### src/inc/synth_cfg_pkg.sv
// Constants and types for the synthesizer configuration register bank.
// Assumes a byte-wide register port with seven address bits, one byte per address.
package synth_cfg_pkg;

  // ----------------------------------------------------------------
  // Register map
  // ----------------------------------------------------------------
  localparam int          ADDR_W        = 7;
  localparam logic [6:0]  FIRST_ADDR    = 7'h64;
  localparam logic [6:0]  LAST_ADDR     = 7'h79;
  localparam int          NUM_BYTES     = 22;
  localparam int          IDX_W         = 5;

  localparam logic [6:0]  SYNTH2_RATIO_OFS  = 7'h64;
  localparam logic [6:0]  SYNTH3_BASE_OFS   = 7'h68;
  localparam logic [6:0]  SYNTH3_MULT_OFS   = 7'h6a;
  localparam logic [6:0]  SYNTH3_RATIO_OFS  = 7'h6c;
  localparam logic [6:0]  LOOP_SOURCE_OFS   = 7'h70;
  localparam logic [6:0]  OUTPUT_GATES_OFS  = 7'h71;
  localparam logic [6:0]  LOCK_CRIT_OFS     = 7'h72;
  localparam logic [6:0]  CENTER_TRIM_OFS   = 7'h73;
  localparam logic [6:0]  FILTER_CHOICE_OFS = 7'h77;
  localparam logic [6:0]  PHASE_ADV0_OFS    = 7'h78;
  localparam logic [6:0]  PHASE_ADV1_OFS    = 7'h79;

  // ----------------------------------------------------------------
  // Reset values and write masks
  // ----------------------------------------------------------------
  localparam logic [15:0] BASE_RATE_RESET   = 16'h9c40;
  localparam logic [15:0] MULTIPLIER_RESET  = 16'h0798;
  localparam logic [31:0] RATIO_RESET       = 32'h0001_0001;
  localparam logic [7:0]  LOOP_SOURCE_RESET = 8'he4;
  localparam logic [7:0]  GATES_RESET       = 8'h03;
  localparam logic [7:0]  LOCK_CRIT_RESET   = 8'haa;
  localparam logic [31:0] TRIM_RESET        = 32'h046a_aaab;
  localparam logic [7:0]  BYTE_ZERO         = 8'h00;
  localparam logic [7:0]  FILTER_MASK       = 8'h03;

  // Byte image, lowest address in the low lane; multi-byte registers big-endian
  localparam logic [NUM_BYTES*8-1:0] RESET_IMAGE = {
    BYTE_ZERO, BYTE_ZERO, BYTE_ZERO, TRIM_RESET[7:0], TRIM_RESET[15:8], TRIM_RESET[23:16],
    TRIM_RESET[31:24], LOCK_CRIT_RESET, GATES_RESET,
    LOOP_SOURCE_RESET, RATIO_RESET[7:0], RATIO_RESET[15:8], RATIO_RESET[23:16],
    RATIO_RESET[31:24], MULTIPLIER_RESET[7:0], MULTIPLIER_RESET[15:8],
    BASE_RATE_RESET[7:0], BASE_RATE_RESET[15:8], RATIO_RESET[7:0],
    RATIO_RESET[15:8], RATIO_RESET[23:16], RATIO_RESET[31:24]};
  localparam logic [NUM_BYTES*8-1:0] WRITE_MASK = {{2{8'hff}}, FILTER_MASK, {19{8'hff}}};

  // Bit offset of a byte address inside the flat image
  function automatic int lane(input logic [6:0] addr);
    return (int'(addr) - int'(FIRST_ADDR)) * 8;
  endfunction : lane

  // ----------------------------------------------------------------
  // Decoded configuration handed to the synthesis section
  // ----------------------------------------------------------------
  typedef struct packed {
    logic [15:0]      synthesizer2_numerator_field;
    logic [15:0]      synthesizer2_denominator_field;
    logic [15:0]      synthesizer3_base_rate_field;
    logic [15:0]      synthesizer3_multiplier_field;
    logic [15:0]      synthesizer3_numerator_field;
    logic [15:0]      synthesizer3_denominator_field;
    logic [3:0][1:0]  loop_source_select;
    logic [3:0]       synth_output_gate;
    logic [3:0][1:0]  lock_criterion;
    logic [31:0]      center_rate_trim;
    logic [1:0]       loop_filter_choice;
    logic [7:0]       phase_advance_0;
    logic [7:0]       phase_advance_1;
  } synth_config_type;

endpackage : synth_cfg_pkg

### src/rtl/synth_config_registers.sv
// Configuration register bank for synthesizers: rates, sources, gates, trim, phase.
// Assumes the serial host port has already been turned into single-cycle byte
// write and read strobes with a seven-bit address, all synchronous to i_mclk.
`timescale 1ns/1ps
module synth_config_registers
  import synth_cfg_pkg::*;
(
  input  wire logic               i_mclk,
  input  wire logic               i_rst_b,
  input  wire logic               i_wr_en,
  input  wire logic               i_rd_en,
  input  wire logic [ADDR_W-1:0]  i_addr,
  input  wire logic [7:0]         i_wdata,
  output logic      [7:0]         o_rdata,
  output synth_config_type        o_cfg,
  output logic      [3:0]         o_lock_code_reserved
);

  // ----------------------------------------------------------------
  // Address decode
  // ----------------------------------------------------------------
  logic                     in_range;
  logic [IDX_W-1:0]         byte_idx;
  logic [NUM_BYTES*8-1:0]   image;
  logic [7:0]               regs_q [NUM_BYTES];
  logic [7:0]               rdata_d;
  logic [7:0]               rdata_q;

  // Addresses outside the bank are ignored on write and read as zero
  assign in_range = (i_addr >= FIRST_ADDR) && (i_addr <= LAST_ADDR);
  assign byte_idx = IDX_W'(i_addr - FIRST_ADDR);

  // ----------------------------------------------------------------
  // Byte storage
  // ----------------------------------------------------------------
  // One byte per address so multi-byte registers sit on consecutive addresses
  for (genvar k = 0; k < NUM_BYTES; k++) begin : g_byte
    logic hit;
    assign hit = i_wr_en && in_range && (byte_idx == IDX_W'(k));
    always_ff @(posedge i_mclk or negedge i_rst_b) begin
      if (!i_rst_b) begin
        regs_q[k] <= RESET_IMAGE[8*k +: 8];
      end else if (hit) begin
        regs_q[k] <= i_wdata & WRITE_MASK[8*k +: 8];
      end
    end
    assign image[8*k +: 8] = regs_q[k];
  end

  // ----------------------------------------------------------------
  // Read port
  // ----------------------------------------------------------------
  // Read data is registered; it holds until the next read strobe
  assign rdata_d = in_range ? regs_q[byte_idx] : 8'h00;

  always_ff @(posedge i_mclk or negedge i_rst_b) begin
    if (!i_rst_b) begin
      rdata_q <= 8'h00;
    end else if (i_rd_en) begin
      rdata_q <= rdata_d;
    end
  end
  assign o_rdata = rdata_q;

  // ----------------------------------------------------------------
  // Field decode
  // ----------------------------------------------------------------
  // Ratio and rate fields feed the rate product base*mult*8*num/den downstream
  assign o_cfg.synthesizer2_numerator_field   =
    {image[lane(SYNTH2_RATIO_OFS) +: 8], image[lane(SYNTH2_RATIO_OFS + 7'h01) +: 8]};
  assign o_cfg.synthesizer2_denominator_field =
    {image[lane(SYNTH2_RATIO_OFS + 7'h02) +: 8], image[lane(SYNTH2_RATIO_OFS + 7'h03) +: 8]};
  assign o_cfg.synthesizer3_base_rate_field   =
    {image[lane(SYNTH3_BASE_OFS) +: 8], image[lane(SYNTH3_BASE_OFS + 7'h01) +: 8]};
  assign o_cfg.synthesizer3_multiplier_field  =
    {image[lane(SYNTH3_MULT_OFS) +: 8], image[lane(SYNTH3_MULT_OFS + 7'h01) +: 8]};
  assign o_cfg.synthesizer3_numerator_field   =
    {image[lane(SYNTH3_RATIO_OFS) +: 8], image[lane(SYNTH3_RATIO_OFS + 7'h01) +: 8]};
  assign o_cfg.synthesizer3_denominator_field =
    {image[lane(SYNTH3_RATIO_OFS + 7'h02) +: 8], image[lane(SYNTH3_RATIO_OFS + 7'h03) +: 8]};

  // Bits 7:4 of the gate byte are stored for read-back but drive nothing
  assign o_cfg.synth_output_gate  = image[lane(OUTPUT_GATES_OFS) +: 4];
  assign o_cfg.center_rate_trim   =
    {image[lane(CENTER_TRIM_OFS) +: 8], image[lane(CENTER_TRIM_OFS + 7'h01) +: 8],
     image[lane(CENTER_TRIM_OFS + 7'h02) +: 8], image[lane(CENTER_TRIM_OFS + 7'h03) +: 8]};
  assign o_cfg.loop_filter_choice = image[lane(FILTER_CHOICE_OFS) +: 2];
  assign o_cfg.phase_advance_0    = image[lane(PHASE_ADV0_OFS) +: 8];
  assign o_cfg.phase_advance_1    = image[lane(PHASE_ADV1_OFS) +: 8];

  // Per-loop selectors; a reserved lock code is flagged so the monitor can hold off
  for (genvar n = 0; n < 4; n++) begin : g_loop
    assign o_cfg.loop_source_select[n] = image[lane(LOOP_SOURCE_OFS) + 2*n +: 2];
    assign o_cfg.lock_criterion[n]     = image[lane(LOCK_CRIT_OFS) + 2*n +: 2];
    assign o_lock_code_reserved[n]     = (o_cfg.lock_criterion[n] == 2'b00);
  end

  // ----------------------------------------------------------------
  // Checks
  // ----------------------------------------------------------------
  logic trim_written_q;

  // Remembers whether software has touched the trim since reset
  always_ff @(posedge i_mclk or negedge i_rst_b) begin
    if (!i_rst_b) begin
      trim_written_q <= 1'b0;
    end else if (i_wr_en && (i_addr >= CENTER_TRIM_OFS) && (i_addr < FILTER_CHOICE_OFS)) begin
      trim_written_q <= 1'b1;
    end
  end

  chk_ratio_layout: assert property (@(posedge i_mclk) disable iff (!i_rst_b)
    i_wr_en && i_addr == SYNTH3_RATIO_OFS + 7'h03 |=>
      o_cfg.synthesizer3_denominator_field[7:0] == $past(i_wdata))
    else $error("ratio denominator low byte not taken");

  chk_source_field: assert property (@(posedge i_mclk) disable iff (!i_rst_b)
    i_wr_en && i_addr == LOOP_SOURCE_OFS |=> o_cfg.loop_source_select[3] == $past(i_wdata[7:6]))
    else $error("loop source selector 3 wrong");

  chk_gate_bits: assert property (@(posedge i_mclk) disable iff (!i_rst_b)
    i_wr_en && i_addr == OUTPUT_GATES_OFS |=> o_cfg.synth_output_gate == $past(i_wdata[3:0]))
    else $error("output gates wrong");

  chk_lock_field: assert property (@(posedge i_mclk) disable iff (!i_rst_b)
    i_wr_en && i_addr == LOCK_CRIT_OFS && i_wdata[1:0] == 2'b00 |=> o_lock_code_reserved[0])
    else $error("reserved lock code not flagged");

  chk_trim_bytes: assert property (@(posedge i_mclk) disable iff (!i_rst_b)
    i_wr_en && i_addr == CENTER_TRIM_OFS |=> o_cfg.center_rate_trim[31:24] == $past(i_wdata))
    else $error("trim high byte wrong");

  chk_trim_reset: assert property (@(posedge i_mclk) disable iff (!i_rst_b)
    !trim_written_q |-> o_cfg.center_rate_trim == TRIM_RESET)
    else $error("trim default lost");

  chk_filter_mask: assert property (@(posedge i_mclk) disable iff (!i_rst_b)
    i_rd_en && i_addr == FILTER_CHOICE_OFS |=> o_rdata[7:2] == 6'h00)
    else $error("filter reserved bits not zero");

  chk_phase_write: assert property (@(posedge i_mclk) disable iff (!i_rst_b)
    i_wr_en && i_addr == PHASE_ADV0_OFS ##1 !i_wr_en [*2] |-> o_cfg.phase_advance_0 == $past(i_wdata, 2))
    else $error("phase advance not held");

  chk_read_back: assert property (@(posedge i_mclk) disable iff (!i_rst_b)
    i_wr_en && in_range && i_addr != FILTER_CHOICE_OFS ##1
      (i_rd_en && !i_wr_en && i_addr == $past(i_addr)) |=> o_rdata == $past(i_wdata, 2))
    else $error("read-back mismatch");

  // Byte placement of the remaining multi-byte fields and bit placement of the single-byte fields; a swapped lane shows up here
  chk_syn2_numer: assert property (@(posedge i_mclk) disable iff (!i_rst_b)
    i_wr_en && i_addr == SYNTH2_RATIO_OFS |=>
      o_cfg.synthesizer2_numerator_field[15:8] == $past(i_wdata))
    else $error("synth 2 numerator high byte wrong");

  chk_syn2_denom: assert property (@(posedge i_mclk) disable iff (!i_rst_b)
    i_wr_en && i_addr == SYNTH2_RATIO_OFS + 7'h03 |=>
      o_cfg.synthesizer2_denominator_field[7:0] == $past(i_wdata))
    else $error("synth 2 denominator low byte wrong");

  chk_syn3_numer: assert property (@(posedge i_mclk) disable iff (!i_rst_b)
    i_wr_en && i_addr == SYNTH3_RATIO_OFS |=>
      o_cfg.synthesizer3_numerator_field[15:8] == $past(i_wdata))
    else $error("synth 3 numerator high byte wrong");

  chk_base_high: assert property (@(posedge i_mclk) disable iff (!i_rst_b)
    i_wr_en && i_addr == SYNTH3_BASE_OFS |=>
      o_cfg.synthesizer3_base_rate_field[15:8] == $past(i_wdata))
    else $error("base rate high byte wrong");

  chk_base_low: assert property (@(posedge i_mclk) disable iff (!i_rst_b)
    i_wr_en && i_addr == SYNTH3_BASE_OFS + 7'h01 |=>
      o_cfg.synthesizer3_base_rate_field[7:0] == $past(i_wdata))
    else $error("base rate low byte wrong");

  chk_mult_high: assert property (@(posedge i_mclk) disable iff (!i_rst_b)
    i_wr_en && i_addr == SYNTH3_MULT_OFS |=>
      o_cfg.synthesizer3_multiplier_field[15:8] == $past(i_wdata))
    else $error("multiplier high byte wrong");

  chk_source_low: assert property (@(posedge i_mclk) disable iff (!i_rst_b)
    i_wr_en && i_addr == LOOP_SOURCE_OFS |=>
      o_cfg.loop_source_select[0] == $past(i_wdata[1:0]))
    else $error("loop source selector 0 wrong");

  chk_lock_codes: assert property (@(posedge i_mclk) disable iff (!i_rst_b)
    i_wr_en && i_addr == LOCK_CRIT_OFS |=> o_cfg.lock_criterion == $past(i_wdata))
    else $error("lock criterion fields wrong");

  chk_lock_clear: assert property (@(posedge i_mclk) disable iff (!i_rst_b)
    i_wr_en && i_addr == LOCK_CRIT_OFS && i_wdata[7:6] != 2'b00 |=> !o_lock_code_reserved[3])
    else $error("valid lock code flagged reserved");

  chk_trim_low: assert property (@(posedge i_mclk) disable iff (!i_rst_b)
    i_wr_en && i_addr == CENTER_TRIM_OFS + 7'h03 |=>
      o_cfg.center_rate_trim[7:0] == $past(i_wdata))
    else $error("trim low byte wrong");

  chk_filter_bits: assert property (@(posedge i_mclk) disable iff (!i_rst_b)
    i_wr_en && i_addr == FILTER_CHOICE_OFS |=> o_cfg.loop_filter_choice == $past(i_wdata[1:0]))
    else $error("filter choice wrong");

  chk_phase_one: assert property (@(posedge i_mclk) disable iff (!i_rst_b)
    i_wr_en && i_addr == PHASE_ADV1_OFS |=> o_cfg.phase_advance_1 == $past(i_wdata))
    else $error("phase advance 1 wrong");

  // Unmapped traffic must leave the bank alone and read as zero; read data holds without a read strobe
  chk_unmapped_write: assert property (@(posedge i_mclk) disable iff (!i_rst_b)
    i_wr_en && !in_range |=> $stable(o_cfg))
    else $error("unmapped write changed a field");

  chk_unmapped_read: assert property (@(posedge i_mclk) disable iff (!i_rst_b)
    i_rd_en && !in_range |=> o_rdata == 8'h00)
    else $error("unmapped read not zero");

  chk_rdata_hold: assert property (@(posedge i_mclk) disable iff (!i_rst_b)
    !i_rd_en |=> $stable(o_rdata))
    else $error("read data moved without a read");

endmodule : synth_config_registers

### config.mk
export PLATFORM = sky130hd
export DESIGN_NAME = synth_config_registers
export DESIGN_NICKNAME = d
export VERILOG_FILES = /design/src/inc/synth_cfg_pkg.sv /design/src/rtl/synth_config_registers.sv
export SDC_FILE = /design/constraint.sdc
export NUM_CORES = 1
export LEC_CHECK = 0
export BUFFER_PORTS_ARGS = -buffer_cell sky130_fd_sc_hd__buf_2
export CAP_MARGIN = 10
export CORE_ASPECT_RATIO = 1.75
export CORE_MARGIN = 2
export CORE_UTILIZATION = 50
export CTS_CLUSTER_DIAMETER = 30
export CTS_CLUSTER_SIZE = 40
export DETAILED_ROUTE_END_ITERATION = 10
export GPL_TIMING_DRIVEN = 0
export PLACE_DENSITY = 0.71
export SYNTH_ARGS = -nofsm -noshare
export SYNTH_HDL_FRONTEND = slang
export SYNTH_SLANG_ARGS = --single-unit
### constraint.sdc
create_clock -name i_mclk -period 3.15 [get_ports i_mclk]
set_clock_uncertainty 0.1 [all_clocks]
set_input_delay 0.315 -clock i_mclk [delete_from_list [all_inputs] [get_ports i_mclk]]
set_output_delay 0.315 -clock i_mclk [all_outputs]
set_load 0.05 [all_outputs]
# After elaboration in Yosys (flattened, before gate mapping)
# Index checks and enable logic that the tools add are counted.
# op_classes
add_sub_neg,1
order_cmp,3
eq_ne,21
mux,4
n_bitwise,1
reduce_logical,29
# ops
operator,n
$bmux W8 S5,1
$eq A5 B4 Y1 const B,8
$eq A5 B5 Y1 const B,6
$logic_and A1 B1 Y1,24
$mux W8,3
$eq A5 B3 Y1 const B,4
$eq A5 B2 Y1 const B,2
$logic_not A2 Y1,4
$ge A7 B7 Y1 const B,1
$le A7 B7 Y1 const B,1
$ge A6 B6 Y1 const B,1
$not A5 Y6,1
$eq A5 B1 Y1 const B,1
$logic_not A5 Y1,1
$sub A5 B3 Y5 const B,1
# word_totals
regBits,178
input_bits,19
output_inout_bits,178
elab_cells,82

# Logic depth before layout (Yosys ltp)
# depth
depth_word,6
ltp_mapped,10
ltp_nobuf,7

# Worst setup path after synthesis
# OpenSTA, ideal clock, no wires.
# synth_path
kind,input-to-reg
start,input i_addr[2]
end,"register regs_q, in the netlist o_cfg[118]"
arrival_ns,2.572
required_time_ns,2.925
setup_slack_ns,0.353
stages,8
path_buffers,2
path_cell_list,buf_6 > clkbuf_1 > inv_1 > ha_1 > xnor2_2 > nand3_2 > nor3_2 > mux2_2
# synth_between
elab_chain_len,4
# synth_lines
element,line,text
"start, declared",synth_config_registers.sv:12,"input wire logic [ADDR_W-1:0] i_addr,"
branches (longest 3 deep; another with $sub A5 B3 Y5),--,
$logic_and A1 B1 Y1 (*),synth_config_registers.sv:39,assign hit = i_wr_en && in_range && (byte_idx == IDX_W'(k));
"end signal, assigned by index",synth_config_registers.sv:42,regs_q[k] <= RESET_IMAGE[8*k +: 8];
"end signal, assigned by index",synth_config_registers.sv:44,regs_q[k] <= i_wdata & WRITE_MASK[8*k +: 8];
"end, declared",synth_config_registers.sv:25,logic [7:0] regs_q [NUM_BYTES];
# Every way passes the cells marked *.
# A chain may end at the register's enable or synchronous reset.

# Final worst setup path
# layout_path
start,input i_addr[2]
end,"register regs_q, in the netlist o_cfg[131]"
# The elaborated chain is that of the path after synthesis.

==> results.json <==
{
  "setup_violations": 0,
  "seq_area_frac_synth_pct": 45.0,
  "vias_per_cell": 5.49,
  "synth-edff-count": 0,
  "syn_area_um2": 10000,
  "min_from": "i_wdata[4]",
  "n_antenna_cell": 0,
  "clock_latency_ps": 440,
  "final_cell_mix": "buf_2 (200), mux2_2 (186), buf_4 (178), dfrtp_1 (139), dfstp_2 (39)",
  "place_hpwl_um": 21100,
  "leakagePower_nw": 6.36,
  "synth_top_flop_cell": "dfrtp_1",
  "routedWlPerCell_um": 22.5,
  "end_kind": "register",
  "crit_arrival_ps": 2940,
  "critPathLaunchType": "primary input",
  "area_growth_pct": 20.9,
  "synth_cell_types": 52,
  "cts_buffer_depth": 2,
  "start_util_pct": 50.9,
  "place_congestion": 0.937,
  "htreeDepth": 4,
  "power.density_nw_per_um2": 523,
  "final_common_cell": "buf_2",
  "tightest_slew_ps": 844,
  "outcome": "complete, no violations",
  "synth-seq-cells": 178,
  "slew_violations": 0,
  "critical_path_class": "primary input to register",
  "grt_first_pass_wirelength_um": 42100,
  "synth_nets": 799,
  "num_rows": 68,
  "cts-root-buf": "clkbuf_16",
  "tns_ps": 0,
  "slew_headroom_pct": 43.6,
  "place_ws_ps": -791,
  "nNetsFinal": 1026,
  "synth_cells": 774,
  "io_pins": 197,
  "finalCriticalPeriod_ps": 2720,
  "drcViolationCount": 0,
  "r2r-start": "o_cfg[117]",
  "coreArea_um2": 19700,
  "r2r_cells": 4,
  "cp_max_fo": 18,
  "clock.fmax_mhz": 367,
  "grt_pass1_vias": 6745,
  "fin_ws_ps": 426,
  "min_path_type": "primary input to register",
  "crit_path_start": "i_addr[2]",
  "clk_pin_slew_ps": 70,
  "rsz0062_at_grt": "no",
  "drive_gt1_share_pct": 68.2,
  "report.power.total_mw": 6.32,
  "grt_max_degree": 127,
  "grt_usage_pct": 26.9,
  "fin_area_um2": 12100,
  "dieArea_um2": 21200,
  "required_ps": 3360,
  "clkSinkCount": 178,
  "yosys_warnings": 0,
  "synthArstFlopShare_pct": 100,
  "hold_viol": 0,
  "cts_tree": "done",
  "firstDrtPassIters": 5,
  "routed_wl_um": 28300,
  "die_h_um": 191,
  "synth_area_per_cell_um2": 12.9,
  "via_count": 6909,
  "die_x_um": 111,
  "ant_nets": 0,
  "first_iter_violations": 377,
  "globalRouteOverflowTotal": 0,
  "period_share_pct": 86.5,
  "antenna_found_initial": 0,
  "min_path_cells": 2,
  "peakVddDrop_mv": 0.297,
  "dpl_cell_area_um2": 11300,
  "numCtsBuffers": 17,
  "port_buffers": 195,
  "cap_violations": 0
}
==> stage by stage <==
stage / instances / util, % / hold slack, ps
after floorplan: 774 / - / -80.6
after global placement: 1214 / 57.4 / 387
after detailed placement: 1215 / 57.6 / 157
after CTS: 1256 / 61.4 / 33.6
after global routing: 1259 / 61.5 / 47.2
final: 1259 / 61.5 / 42.8
==> state kept, by name, indices dropped and copies added, names as in the netlist <==
signal and count:
o_cfg 166, o_rdata 8, image 4
==> final timing paths <==
check	slack [ps]	end
setup / recovery	430	o_cfg[131]
hold / removal	40	o_cfg[98]
setup reg to reg	1260	o_rdata[7]
hold reg to reg	410	image[109]
max in group asynchronous	1690	o_rdata[6]
min in group asynchronous	280	o_cfg[164]
==> cell type report <==
type / instances / area (µm²)
plain buffers: 206 / 1450
clock buffers: 20 / 467
clock inverters: 12 / 114
fillers: 1627 / 7560
inverters: 9 / 33.8
multi-input cells: 380 / 4050
flip-flops and latches: 178 / 4500
well taps: 245 / 307
repair buffers: 209 / 1160
==> critical path, stage by stage <==
cell and delay [ps]:
buf_2 130, buf_6 180, inv_2 160, ha_1 220
and2b_1 220, o311ai_4 440, and2_1 190, clkbuf_1 210
nand4_2 430, mux2_2 420
==> synth_stat cells (all sizes together), types with 3 or more instances <==
cell type / n / area share [%]
ha: 6 / 0.75
clkbuf: 26 / 0.98
a211oi: 11 / 0.83
mux2i: 26 / 2.6
dfstp: 39 / 10
mux2: 186 / 21
o32ai: 8 / 0.70
buf: 181 / 14
nor3: 16 / 1.7
nand4: 7 / 0.78
a211o: 3 / 0.26
inv: 9 / 0.34
nand2: 18 / 0.68
nand2b: 3 / 0.19
dfrtp: 139 / 35
a21oi: 6 / 0.30
a22oi: 4 / 0.30
o21ai: 7 / 0.35
nor2b: 4 / 0.25
nand3: 9 / 0.50
mux4: 23 / 5.4
nor2: 18 / 0.90
==> routing by layer <==
layer  up-vias  global-route usage, %  part of all wire [%]
li1       3062                      -                     -
met1      3497                   31.6                    37
met2       286                   48.0                    53
met3        64                   3.77                   5.0
met4         0                   13.6                   4.9
met5         -                      0                     0
==> report_power, final <==
group          internal [mW]  total [mW]  leakage, nW  switching, mW
clock                   1.11        2.09        0.286          0.980
combinational          0.563        1.61         3.76           1.05
sequential              2.48        2.62         2.31          0.144
total                   4.15        6.32         6.36           2.17
==> cell families (layout without fill, tap and decap cells) <==
| logic type | Yosys count | count (layout) | synth area share [%] |
|---|---|---|---|
| AOI/OAI and AO/OA | 52 | 52 | 4.20 |
| buffers and inverters | 216 | 456 | 14.9 |
| DFF | 178 | 178 | 45.0 |
| adders and majority gates | 6 | 6 | 0.750 |
| and+or+nand+nor | 85 | 85 | 6.02 |
| xor gates and xnor gates | 2 | 2 | 0.250 |
| muxes | 235 | 235 | 28.9 |
==> what timing repair did <==
action	CTS	global route
setup buffers	8	4
hold buffers	1	0
pin swaps	6	1
resized for setup	8	0
hold endpoints to repair	41	0
setup endpoints to repair	80	46
cloned	0	0
No activity file was read; power rests on OpenSTA's default activity.
